===== src/fpx_params.svh =====
// Constants for the floating-point exception flag and mask unit.
// Assumes inclusion by the package and the design module only.
`ifndef FPX_PARAMS_SVH
`define FPX_PARAMS_SVH

// Register addresses on the plain register port
`define FPX_ADDR_STACK_STATUS 4'h0
`define FPX_ADDR_STACK_CONTROL 4'h1
`define FPX_ADDR_SIMD_CSR 4'h2
`define FPX_ADDR_UNIT_STATE 4'h3

// Exception class bit positions within a six-bit group
`define FPX_B_INVALID 0
`define FPX_B_SUBNORMAL 1
`define FPX_B_ZERO_DIVIDE 2
`define FPX_B_OVERFLOW 3
`define FPX_B_UNDERFLOW 4
`define FPX_B_PRECISION 5

// Field positions: stack flags/masks at bits 0..5, SIMD masks at 7..12
`define FPX_FLAG_LSB 0
`define FPX_FLAG_MSB 5
`define FPX_SIMD_MASK_LSB 7
`define FPX_SIMD_MASK_MSB 12

// Unit state word: one-hot sequencing state, then the set of the last operation
`define FPX_STATE_LSB 0
`define FPX_STATE_MSB 2
`define FPX_LAST_SET_BIT 3

// Reset values: all classes masked, no flags
`define FPX_RST_FLAGS 6'h00
`define FPX_RST_MASKS 6'h3f

`endif


===== src/fpx_pkg.sv =====
// Types for the floating-point exception flag and mask unit.
// Assumes fpx_params.svh is reachable by bare name.
`include "fpx_params.svh"
package fpx_pkg;
  typedef logic [5:0] fpx_class_t;
  typedef logic [31:0] fpx_word_t;
  typedef logic [3:0] fpx_addr_t;
  // Operation sequencing states, one-hot
  typedef enum logic [2:0] {
    FPX_IDLE = 3'b001,
    FPX_POST = 3'b010,
    FPX_DONE = 3'b100
  } fpx_state_e;
endpackage : fpx_pkg


===== src/fpx_unit.sv =====
// Floating-point exception detection, sticky flags, masks and response select.
// Assumes the datapath on the same clock presents operand classes and,
// any number of cycles after compute_go, post-rounding result classes; registers on a plain port.
//
// The plain strobed port and the register offsets were decided locally.
`timescale 1ns/1ps
`include "fpx_params.svh"
module fpx_unit (
  input wire logic clk, // 50 MHz clock
  input wire logic sys_rst, // Synchronous reset, active high
  input wire logic clk_en, // Freezes all state while low; sys_rst still resets
  input wire logic op_start, // One-cycle pulse: operand classes valid
  input wire logic op_simd, // 1: SIMD instruction, 0: stack instruction
  input wire logic op_is_div, // Operation is a division
  input wire logic op_invalid, // Operands invalid for the operation
  input wire logic op_denormal, // An operand is denormal
  input wire logic a_zero, // Dividend is zero
  input wire logic a_finite, // Dividend is finite
  input wire logic b_zero, // Divisor is zero
  input wire logic a_sign, // Sign of first operand
  input wire logic b_sign, // Sign of second operand
  input wire logic res_valid, // One-cycle pulse: rounded result classes valid
  input wire logic res_overflow, // Rounded result exceeds largest finite
  input wire logic res_tiny, // Result nonzero and tiny
  input wire logic res_inexact, // Result not exactly representable
  input wire fpx_pkg::fpx_addr_t reg_addr, // Register address
  input wire fpx_pkg::fpx_word_t reg_wdata, // Register write data
  input wire logic reg_wr, // Register write strobe
  input wire logic reg_rd, // Register read strobe
  output fpx_pkg::fpx_word_t reg_rdata, // Read data, cycle after strobe
  output logic compute_go, // Pulse: pre-checks passed, compute
  output logic op_abort, // Pulse: operands must stay untouched
  output logic handler_req, // Pulse: transfer to exception handler
  output logic result_done, // Pulse: operation finished
  output logic [1:0] default_sel, // 0 none, 1 quiet NaN, 2 infinity
  output logic default_sign // Sign of the default result
);
  import fpx_pkg::*;

  localparam logic [1:0] SEL_NONE = 2'h0;
  localparam logic [1:0] SEL_QNAN = 2'h1;
  localparam logic [1:0] SEL_INF = 2'h2;

  // Number of exception classes carried per flag or mask group
  localparam int NCLS = $bits(fpx_class_t);

  ////////////////////////////////////////////////////////////////////////////
  // Elaboration check: the class type must match the register field width,
  // otherwise the per-class loop and the register fields would disagree
  if (NCLS != (`FPX_FLAG_MSB - `FPX_FLAG_LSB + 1)) begin : g_bad_width
    $error("class type width does not match the flag field");
  end
  if (NCLS != (`FPX_SIMD_MASK_MSB - `FPX_SIMD_MASK_LSB + 1)) begin : g_bad_mask
    $error("class type width does not match the SIMD mask field");
  end

  ////////////////////////////////////////////////////////////////////////////
  // Sequencing overview
  // An operation enters with op_start while idle. The pre-computation
  // classes are judged in that same cycle against the mask of the set
  // that owns the instruction. Any unmasked class ends the operation at
  // once with op_abort and handler_req, so the datapath never writes.
  // A masked invalid or divide-zero also ends it at once, but with a
  // default result kind on default_sel instead of a handler request.
  // Otherwise compute_go starts the datapath, and the unit waits in the
  // post state for res_valid, judges the post-computation classes, and
  // finishes with result_done. One done cycle follows so that a new
  // op_start cannot meet a stale res_valid from the datapath.
  // Limitation: op_start outside idle is dropped, not queued; the
  // datapath side is trusted to wait for result_done.

  ////////////////////////////////////////////////////////////////////////////
  // Pre-computation classification
  fpx_class_t pre_ev;
  fpx_class_t post_ev;
  fpx_class_t act_mask;
  logic zdiv_cond;

  always_comb begin
    pre_ev = '0;
    // Divide-zero only for finite nonzero dividends; 0/0 is invalid instead
    zdiv_cond = op_is_div && b_zero && a_finite && !a_zero;
    pre_ev[`FPX_B_INVALID] = op_invalid;
    pre_ev[`FPX_B_SUBNORMAL] = op_denormal;
    pre_ev[`FPX_B_ZERO_DIVIDE] = zdiv_cond && !op_invalid;
  end

  ////////////////////////////////////////////////////////////////////////////
  // Post-computation classification uses the mask of the owning set
  always_comb begin
    post_ev = '0;
    post_ev[`FPX_B_OVERFLOW] = res_overflow;
    // Masked underflow needs tiny and inexact; unmasked needs tiny only
    post_ev[`FPX_B_UNDERFLOW] = res_tiny &&
      (res_inexact || !act_mask[`FPX_B_UNDERFLOW]);
    post_ev[`FPX_B_PRECISION] = res_inexact;
  end

  ////////////////////////////////////////////////////////////////////////////
  // Flag and mask state
  fpx_class_t st_flag_q, st_flag_d;
  fpx_class_t st_mask_q, st_mask_d;
  fpx_class_t sd_flag_q, sd_flag_d;
  // Flag values after any software write, before detections OR in
  fpx_class_t st_flag_wr;
  fpx_class_t sd_flag_wr;
  fpx_class_t sd_mask_q, sd_mask_d;
  logic sd_hi_q, sd_hi_d; // Spare read/write bit 6 of the SIMD word
  logic simd_op_q, simd_op_d;
  fpx_state_e state_q, state_d;
  fpx_word_t rdata_q, rdata_d;
  logic go_q, go_d;
  logic abort_q, abort_d;
  logic hreq_q, hreq_d;
  logic done_q, done_d;
  logic [1:0] sel_q, sel_d;
  logic sign_q, sign_d;
  fpx_class_t ev;
  fpx_class_t trap;
  logic owner_simd;

  // The set used for masking follows the operation in flight
  assign owner_simd = (state_q == FPX_IDLE) ? op_simd : simd_op_q;
  assign act_mask = owner_simd ? sd_mask_q : st_mask_q;

  ////////////////////////////////////////////////////////////////////////////
  // Next-state logic for sequencing, flags and responses
  always_comb begin
    st_flag_wr = st_flag_q;
    st_mask_d = st_mask_q;
    sd_flag_wr = sd_flag_q;
    sd_mask_d = sd_mask_q;
    sd_hi_d = sd_hi_q;
    simd_op_d = simd_op_q;
    state_d = state_q;
    go_d = 1'b0;
    abort_d = 1'b0;
    hreq_d = 1'b0;
    done_d = 1'b0;
    sel_d = sel_q;
    sign_d = sign_q;
    ev = '0;
    trap = '0;
    rdata_d = '0;

    // Software writes first, so a same-cycle detection still sets the flag
    if (reg_wr) begin
      case (reg_addr)
        `FPX_ADDR_STACK_STATUS: st_flag_wr =
          reg_wdata[`FPX_FLAG_MSB:`FPX_FLAG_LSB];
        `FPX_ADDR_STACK_CONTROL: st_mask_d =
          reg_wdata[`FPX_FLAG_MSB:`FPX_FLAG_LSB];
        `FPX_ADDR_SIMD_CSR: begin
          sd_flag_wr = reg_wdata[`FPX_FLAG_MSB:`FPX_FLAG_LSB];
          sd_hi_d = reg_wdata[`FPX_SIMD_MASK_LSB-1];
          sd_mask_d = reg_wdata[`FPX_SIMD_MASK_MSB:`FPX_SIMD_MASK_LSB];
        end
        default: ;
      endcase
    end

    case (state_q)
      FPX_IDLE: begin
        if (op_start) begin
          simd_op_d = op_simd;
          ev = pre_ev;
          trap = ev & ~act_mask;
          sel_d = SEL_NONE;
          sign_d = 1'b0;
          if (|trap) begin
            // Unmasked pre-check: stop before compute, operands stay intact
            abort_d = 1'b1;
            hreq_d = 1'b1;
            done_d = 1'b1;
          end else if (ev[`FPX_B_INVALID]) begin
            sel_d = SEL_QNAN;
            done_d = 1'b1;
          end else if (ev[`FPX_B_ZERO_DIVIDE]) begin
            sel_d = SEL_INF;
            sign_d = a_sign ^ b_sign;
            done_d = 1'b1;
          end else begin
            // Masked denormal keeps going with the denormal value
            go_d = 1'b1;
            state_d = FPX_POST;
          end
        end
      end
      FPX_POST: begin
        if (res_valid) begin
          ev = post_ev;
          trap = ev & ~act_mask;
          hreq_d = |trap;
          done_d = 1'b1;
          state_d = FPX_DONE;
        end
      end
      FPX_DONE: state_d = FPX_IDLE;
      default: state_d = FPX_IDLE;
    endcase

    // Detections OR into the flags in the per-class loop below

    // Read data shows the registers as they stand before this cycle
    if (reg_rd) begin
      case (reg_addr)
        `FPX_ADDR_STACK_STATUS: rdata_d[`FPX_FLAG_MSB:`FPX_FLAG_LSB] = st_flag_q;
        `FPX_ADDR_STACK_CONTROL: rdata_d[`FPX_FLAG_MSB:`FPX_FLAG_LSB] = st_mask_q;
        `FPX_ADDR_SIMD_CSR: begin
          rdata_d[`FPX_FLAG_MSB:`FPX_FLAG_LSB] = sd_flag_q;
          rdata_d[`FPX_SIMD_MASK_LSB-1] = sd_hi_q;
          rdata_d[`FPX_SIMD_MASK_MSB:`FPX_SIMD_MASK_LSB] = sd_mask_q;
        end
        `FPX_ADDR_UNIT_STATE: begin
          rdata_d[`FPX_STATE_MSB:`FPX_STATE_LSB] = state_q;
          rdata_d[`FPX_LAST_SET_BIT] = simd_op_q;
        end
        default: rdata_d = '0;
      endcase
    end
  end

  ////////////////////////////////////////////////////////////////////////////
  // Per-class flag update: a detection ORs on top of a same-cycle software
  // write, so a clear can never lose an event (set wins over clear).
  // Only the set that owns the operation is touched; the other set keeps
  // its history untouched, which is what lets software mix both kinds.
  for (genvar i = 0; i < NCLS; i++) begin : g_class
    // Stack set takes events of stack instructions only
    assign st_flag_d[i] = st_flag_wr[i] | (ev[i] & ~simd_op_d);
    // SIMD set takes events of SIMD instructions only
    assign sd_flag_d[i] = sd_flag_wr[i] | (ev[i] & simd_op_d);
  end

  ////////////////////////////////////////////////////////////////////////////
  // Registers; clock enable freezes everything including the pulses.
  // Reset is honoured even with the clock enable low, so a stalled
  // pipeline can still be brought back to the all-masked state.
  always_ff @(posedge clk) begin
    if (sys_rst) begin
      st_flag_q <= `FPX_RST_FLAGS;
      st_mask_q <= `FPX_RST_MASKS;
      sd_flag_q <= `FPX_RST_FLAGS;
      sd_mask_q <= `FPX_RST_MASKS;
      sd_hi_q <= 1'b0;
      simd_op_q <= 1'b0;
      state_q <= FPX_IDLE;
      rdata_q <= '0;
      go_q <= 1'b0;
      abort_q <= 1'b0;
      hreq_q <= 1'b0;
      done_q <= 1'b0;
      sel_q <= SEL_NONE;
      sign_q <= 1'b0;
    end else if (clk_en) begin
      st_flag_q <= st_flag_d;
      st_mask_q <= st_mask_d;
      sd_flag_q <= sd_flag_d;
      sd_mask_q <= sd_mask_d;
      sd_hi_q <= sd_hi_d;
      simd_op_q <= simd_op_d;
      state_q <= state_d;
      rdata_q <= rdata_d;
      go_q <= go_d;
      abort_q <= abort_d;
      hreq_q <= hreq_d;
      done_q <= done_d;
      sel_q <= sel_d;
      sign_q <= sign_d;
    end
  end

  assign reg_rdata = rdata_q;
  assign compute_go = go_q;
  assign op_abort = abort_q;
  assign handler_req = hreq_q;
  assign result_done = done_q;
  assign default_sel = sel_q;
  assign default_sign = sign_q;

endmodule : fpx_unit


===== config.mk =====
export PLATFORM = sky130hd
export DESIGN_NAME = fpx_unit
export DESIGN_NICKNAME = d
export VERILOG_FILES = /design/src/fpx_pkg.sv /design/src/fpx_unit.sv
export VERILOG_INCLUDE_DIRS = /design/src
export SDC_FILE = /design/constraint.sdc
export NUM_CORES = 1
export LEC_CHECK = 0
export BUFFER_PORTS_ARGS = -buffer_cell sky130_fd_sc_hd__buf_2
export CAP_MARGIN = 20
export CORE_UTILIZATION = 44
export DETAILED_ROUTE_END_ITERATION = 7
export GPL_ROUTABILITY_DRIVEN = 0
export PLACE_DENSITY = 0.81
export SLEW_MARGIN = 20
export SYNTH_ARGS = -nofsm -noshare
export SYNTH_HDL_FRONTEND = slang
export SYNTH_SLANG_ARGS = --single-unit

===== constraint.sdc =====
create_clock -name clk -period 1.85 [get_ports clk]
set_input_delay 0.37 -clock clk [delete_from_list [all_inputs] [get_ports clk]]
set_output_delay 0.37 -clock clk [all_outputs]
set_load 0.005 [all_outputs]

### Word-level counts from Yosys, hierarchy flattened

Cells that the tools add are included.

| storage, ports and cells | value |
|---|---|
| latch bits | 0 |
| RAM bits | 0 |
| bits in read-only memories | 0 |
| register bits | 68 |
| output and inout port bits | 39 |
| memories | 0 |
| input bits | 55 |

| operators by class | value |
|---|---|
| $mul | 0 |
| reduce and logical (&&, ||, !) cells | 16 |
| mux-type cells | 43 |
| shift-type cells | 0 |
| bitwise logic cells | 29 |
| add/subtract/negate cells | 0 |
| $lt $le $gt $ge | 0 |
| equality and inequality tests | 10 |
| div/mod/pow operators | 0 |

Operator list:

| cell | number |
|---|---|
| $mux W6 | 6 |
| $mux W1 | 20 |
| $mux W3 | 6 |
| $pmux W4 S4 | 1 |
| $mux W13 | 1 |
| $and A1 B1 Y1 | 12 |
| $or A1 B1 Y1 | 12 |
| $pmux W6 S2 | 1 |
| $reduce_or A6 Y1 | 2 |
| $ne A2 B2 Y1 const B | 5 |
| $reduce_and A3 Y1 | 3 |
| $eq A4 B2 Y1 const B | 2 |
| $mux W7 | 1 |
| $and A3 B6 Y6 | 1 |
| $and A6 B6 Y6 | 1 |
| $mux W2 | 3 |
| $not A6 Y6 | 1 |
| $pmux W2 S3 | 1 |
| $pmux W3 S2 | 1 |
| $reduce_and A6 Y1 | 1 |
| $logic_and A1 B1 Y1 | 5 |
| $eq A4 B1 Y1 const B | 1 |
| $logic_not A4 Y1 | 1 |
| $pmux W1 S2 | 2 |
| other kinds (6) | 8 |

### Logic depth before layout (Yosys ltp)

Gate-level depths: netlist of run 1.

| logic depth | value |
|---|---|
| word-level depth | 10 |
| mapped depth | 7 |
| depth with buffers taken out | 6 |

### Worst setup path before layout of run 1

Ideal clock, no wire load.

| timing path | value |
|---|---|
| path kind | register to register |
| start point | reg state_q[0] |
| end point | reg state_q[0] |
| required time | 1.723 ns |
| cell stages (with the launch flop) | 8 |
| arrival time | 1.874 ns |
| setup slack | -0.151 ns |
| path through | dfxtp_1 > buf_4 > or3b_4 > a211o_1 > o211a_1 > or2_1 > nor2b_1 > or3_1 |

| between the ends | value |
|---|---|
| cells in the longest elaborated chain, start to end | 8 |
| elaborated cells between the ends (all ways) | 14 |
| classes of those cells | eq/ne (7); mux (3); bitwise (2); reduce/logical (2) |

Ends and longest elaborated chain:

| item | line | text |
|---|---|---|
| from (decl) | fpx_unit.sv:110 | `fpx_state_e state_q, state_d;` |
| from (signal assigned) | fpx_unit.sv:262 | `state_q <= state_d;` |
| $eq A3 B1 Y1 | fpx_unit.sv:123, fpx_unit.sv:162 |  |
| $mux W1 | fpx_unit.sv:123 | `assign owner_simd = (state_q == FPX_IDLE) ? op_simd : simd_op_q;` |
| $mux W6 | fpx_unit.sv:124 | `assign act_mask = owner_simd ? sd_mask_q : st_mask_q;` |
| $not A6 Y6 | fpx_unit.sv:167 | `trap = ev & ~act_mask;` |
| $and A3 B6 Y6 | fpx_unit.sv:167 |  |
| $reduce_or A6 Y1 | fpx_unit.sv:170 | `if (\|trap) begin` |
| $ne A2 B2 Y1 (no source line) | n/a |  |
| $reduce_and A6 Y1 (no source line) | n/a |  |

Several ways; a longest one is shown, not always the timed one.
A chain may end at the register's enable or synchronous reset.

### Worst setup path in the final report of run 1

| timing path | value |
|---|---|
| start point | reg state_q[1] |
| end point | reg state_q[0] |

The elaborated chain is that of the path after synthesis.

==> reports/metrics.cfg, run 1 <==
[status]
outcome = complete, but fails checks
violations = negative setup slack

[route]
ant_nets = 0
drt-vias-per-instance = 5.307
post-route-drc-count = 0
drtIter0Drc = 169
vias = 2250
finalWirelength_um = 6092
wl_per_cell_um = 14.37
drt-pass1-iter-count = 4

[clocking]
clock_sinks = 49
cts_made_buffers = 5
clk_pin_slew_ps = 90
cts_buffer_depth = 2
root_buffer = clkbuf_8
cts-hold-fix-buffers = 0
cts_tree = done
cts_max_level = 2
worstSkewPairLatency_ps = 310

[critical_path]
critPathLaunchType = register
crit_arrival_ps = 2160
endpoint_kind = register
r2r_cells = 6
crit_type = register to register
path_max_fanout = 3
crit_required_ps = 2050
r2r_end = state_q[0]$_SDFFE_PP1P_
reg2reg_slack_ps = -110
r2r_start = state_q[1]$_SDFFE_PP0P_

[synthesis]
ys_types = 44
yosysTopAreaCellShare = 0.3966
synthFlopType = dfxtp_1
seq_area_frac_synth = 0.3966
synthTopCellsByArea = dfxtp_1, a21oi_1, buf_4
synth_edf_count = 0
yosys_warnings = 0
async_flop_share = 0
syn_avg_cell_area_sq_um = 8.442
ys_ff_latch = 49
syn-cell-area_sq_um = 2474
yosys.area.top_type = dfxtp_1
syn_inst = 293

[placement]
place_area_sq_um = 2803
dpl.hpwl_um = 4264
io_buffers = 55

[sta]
fmax_mhz = 509.9
rsz0062_at_grt = yes
timing_hold_violations_final = 0
final-setup-viol-count = 5
min_period_over_period = 1.060
hold-worst-slack_ps = 262.3
fin_ws_ps = -111.1
fin_skew_ps = 4.826
setup_tns_ps = -327.6
fin_crit_ps = 1961
final_max_slew_viol_count = 0

[pwr]
power.density_nw_per_um2 = 756.8
total_power_mw = 2.287
p_leak_nw = 1.354
ir_drop_mv = 0.6352

[global_routing]
overflow = 0
grt_max_degree = 40
antenna_found_initial = 0
grt_pass1_vias = 2082
grt_first_pass_wirelength_um = 9839
grt_usage = 0.2096

[floorplanning]
num_rows = 26
coreArea_sq_um = 5270
start_util = 0.4694
die_h_um = 76.98
dieWidth_um = 76.98
die_area_sq_um = 5926
pin_count = 94

[job]
drv_cap = 0

[layout]
synthToLayoutAreaGrowth_pct = 22.15
final_nets = 408
drive_gt1_frac = 0.2853
layout_commonest_cell = buf_2
mostFrequentLayoutCells = buf_2, dfxtp_1, nand2_1
antenna_cells = 0
design_area_sq_um = 3022

[hold_path]
hold_end = sd_mask_q[5]$_SDFFE_PP1P_
hold_depth = 3
hp-class = primary input to register
holdCritStartpoint = reg_wdata[12]

## cell usage after synthesis, types with 2 or more instances
library cell / number
dfxtp_1: 49
nand2_1: 37
a21oi_1: 30
nor2_1: 30
buf_4: 20
nor2b_1: 16
clkbuf_1: 15
mux2i_1: 13
inv_1: 8
nand3b_1: 8
a211o_1: 7
nand3_1: 7
nand2b_1: 6
a31oi_1: 3
a32oi_1: 3
mux4_2: 3
o21ai_0: 3
or3_1: 3
and2_1: 2
and3_1: 2
and4bb_2: 2
nand4_1: 2
o2111ai_1: 2
xnor2_1: 2
## registers in the layout, summed over array words and instances, names as in the netlist
name,flops
result_done,1
default_sign,1
simd_op_q,1
sd_hi_q,1
default_sel,2
state_q,3
reg_rdata,13
sd_mask_q,6
op_abort,1
sd_flag_q,6
handler_req,1
st_flag_q,6
st_mask_q,6
compute_go,1
## worst max-delay path, cell delays in order, from the launching register on
cell	delay, ps
dfxtp_4	360
or3b_4	400
a211o_1	270
o211a_1	150
or2_1	250
nor2b_1	130
or3_1	290
## kinds of logic after synthesis
| logic type | Yosys count | share of synthesized area |
|---|---|---|
| and+or+nand+nor | 122 | 0.2514 |
| AOI/OAI and AO/OA | 57 | 0.1538 |
| DFF | 49 | 0.3966 |
| buffers and inverters | 45 | 0.09913 |
| muxes | 17 | 0.09054 |
| xor gates and xnor gates | 2 | 0.007083 |
| other | 1 | 0.001516 |
## routing by layer
layer | vias up | share of wire | global-route usage
li1 | 1091 | - | -
met1 | 1040 | 0.45 | 0.2686
met2 | 109 | 0.48 | 0.3554
met3 | 10 | 0.064 | 0.04167
met4 | 0 | 0.013 | 0.06038
met5 | - | 0 | 0
## area by class of cell
| class | instances | area, sq um |
|---|---|---|
| Fill cell | 471 | 2248 |
| Clock inverter | 3 | 68.82 |
| Tap cell | 70 | 87.58 |
| Timing Repair Buffer | 72 | 410.4 |
| Sequential cell | 49 | 987.2 |
| Multi-Input combinational cell | 217 | 1369 |
| Inverter | 8 | 30.03 |
| Clock buffer | 5 | 68.82 |
## how the worst max path moves through the flow
stage                                 start                         to  depth (start not counted)
floorplan           state_q[0]$_SDFFE_PP1P_    state_q[0]$_SDFFE_PP1P_                          7
global placement    state_q[1]$_SDFFE_PP0P_    state_q[0]$_SDFFE_PP1P_                          7
global route        state_q[1]$_SDFFE_PP0P_  default_sign$_SDFFE_PP0P_                          7
CTS                 state_q[1]$_SDFFE_PP0P_    state_q[0]$_SDFFE_PP1P_                          6
detailed placement  state_q[1]$_SDFFE_PP0P_  default_sign$_SDFFE_PP0P_                          7
finish              state_q[1]$_SDFFE_PP0P_    state_q[0]$_SDFFE_PP1P_                          6
## stage by stage
step	util	std cells	setup slack (ps)
after floorplan	-	311	-71.42
after global placement	0.5318	414	-143.0
after detailed placement	0.5318	414	-228.1
after CTS	0.5679	424	-97.58
after global routing	0.5734	424	-163.9
final	0.5734	424	-111.1
## power by group
group          switching, mW  internal (mW)  total, mW
registers             0.0149           1.07       1.09
clock network          0.387          0.544      0.931
logic                  0.145          0.122      0.267
## timing repair
action	4_1_cts	5_1_grt
resized for setup	10	6
buffers inserted	2	0
pin swaps	6	2
setup endpoints to repair	10	9
Power figures use the tool's default switching activity.
==> run 2, diff against run 1 <==
--- a/config.mk
+++ b/config.mk
@@ -8,10 +8,12 @@
 export LEC_CHECK = 0
 export BUFFER_PORTS_ARGS = -buffer_cell sky130_fd_sc_hd__buf_2
 export CAP_MARGIN = 20
+export CORE_MARGIN = 4
 export CORE_UTILIZATION = 44
 export DETAILED_ROUTE_END_ITERATION = 7
 export GPL_ROUTABILITY_DRIVEN = 0
 export PLACE_DENSITY = 0.81
+export SKIP_CTS_REPAIR_TIMING = 1
 export SLEW_MARGIN = 20
 export SYNTH_ARGS = -nofsm -noshare
 export SYNTH_HDL_FRONTEND = slang
==> reports/metrics.cfg, run 2 (synthesized netlist as in run 1, its figures left out) <==
[layout]
mostFrequentLayoutCells = buf_2, dfxtp_1, nand2_1
final_nets = 415
antenna_cells = 0
layout_commonest_cell = buf_2
largest_register_ffs = 13
drive_gt1_frac = 0.3186
fill_cells = 488
synthToLayoutAreaGrowth_pct = 25.49

[critical_path]
critPathLaunchType = register
crit_required_ps = 2080
crit_type = register to register
endpoint_kind = register
reg2reg_slack_ps = -110
crit_arrival_ps = 2180
path_max_fanout = 5

[clocking]
cts_tree = done
root_buffer = clkbuf_8
clock_sinks = 49
clk_pin_slew_ps = 90
cts_made_buffers = 5
cts_max_level = 2
worstSkewPairLatency_ps = 310
cts_buffer_depth = 2

[global_routing]
grt_max_degree = 29
grt_first_pass_wirelength_um = 10380
overflow = 0
grt_usage = 0.1827
grt_pass1_vias = 2174
antenna_found_initial = 0

[pwr]
power.share.clock = 0.360
p_sw_mw = 0.5428
cell_internal_pwr_mw = 1.617
p_leak_nw = 1.381
swShare = 0.2514
total_power_mw = 2.160
pwr-share-comb = 0.136
power_frac_seq = 0.504
power.density_nw_per_um2 = 695.7
ir_drop_mv = 0.4294

[sta]
min_period_over_period = 1.057
final-setup-viol-count = 9
fmax_mhz = 511.2
fin_skew_ps = 9.021
fin_ws_ps = -106.3
rsz0062_at_grt = yes
fin_crit_ps = 1956
setup_tns_ps = -532.6
timing_hold_violations_final = 0
final_max_slew_viol_count = 0

[placement]
pre_cts_ws_ps = -100.8
io_buffers = 55
dpl.hpwl_um = 4789

[route]
wl_per_cell_um = 14.90
drt-vias-per-instance = 5.185
drtIter0Drc = 154
ant_nets = 0
post-route-drc-count = 0
drt-pass1-iter-count = 4
finalWirelength_um = 6453
vias = 2245

[floorplanning]
die_area_sq_um = 6886
start_util = 0.4520
coreArea_sq_um = 5473
pin_count = 94
num_rows = 27
dieWidth_um = 82.98
die_h_um = 82.98

[hold_path]
hp-class = primary input to register

[job]
drv_cap = 0

[status]
violations = negative setup slack
outcome = complete, but fails checks

## run 2: path summary, 6_finish.rpt
| check | startpoint | endpoint | cells past startpoint |
|---|---|---|---|
| worst min-delay path | reg_wdata[10] | sd_mask_q[3]$_SDFFE_PP1P_ | 3 |
| worst min register to register | sd_hi_q$_SDFFE_PP0P_ | sd_hi_q$_SDFFE_PP0P_ | 2 |
| worst max-delay path | state_q[2]$_SDFFE_PP0P_ | default_sign$_SDFFE_PP0P_ | 8 |
| worst max register to register | state_q[2]$_SDFFE_PP0P_ | default_sign$_SDFFE_PP0P_ | 8 |
## run 2: per-stage QoR
step                cell area, sq um    util  hold WS (ps)  instances
floorplan                       2546       -         436.7        311
detailed placement              2850  0.5208         456.5        422
global placement                2850  0.5208         431.7        422
global route                    3104  0.5672         264.7        433
finish                          3104  0.5672         257.9        433
CTS                             2965  0.5418         254.9        430
## run 2: power by group through the flow
| stage | Combinational, mW | Clock (mW) | Sequential (mW) |
|---|---|---|---|
| final | 0.294 | 0.776 | 1.09 |
| after global routing | 0.321 | 0.830 | 1.09 |
| after CTS | 0.255 | 0.788 | 1.09 |
| after detailed placement | 0.254 | 0 | 1.11 |
| after global placement | 0.247 | 0 | 1.11 |
| after floorplan | 0.175 | 0 | 1.11 |
## run 2: layout make-up
cell class                 count  area [sq um]  share of cell area
timing repair buffer          79         471.7              0.1520
clock buffer                   5         68.82             0.02217
inverter                       8         30.03            0.009674
clock inverter                 3         46.29             0.01491
sequential                    49         987.2              0.3180
tap                           72         90.09             0.02902
multi-input combinational    217          1410              0.4543
## run 2: metal layers
| metal | vias to the layer above | track usage | share of wire |
|---|---|---|---|
| li1 | 1102 | - | - |
| met1 | 1042 | 0.2372 | 0.42 |
| met2 | 91 | 0.2988 | 0.48 |
| met3 | 10 | 0.03968 | 0.085 |
| met4 | 0 | 0.06389 | 0.014 |
| met5 | - | 0 | 0 |
## run 2: critical path: stages, from the launching register on
cell and delay (ps):
dfxtp_2 340, or3b_4 420, a21oi_4 180, buf_12 150, mux2i_2 80, a221oi_2 280
buf_4 180, nand3_4 80, o31ai_2 160
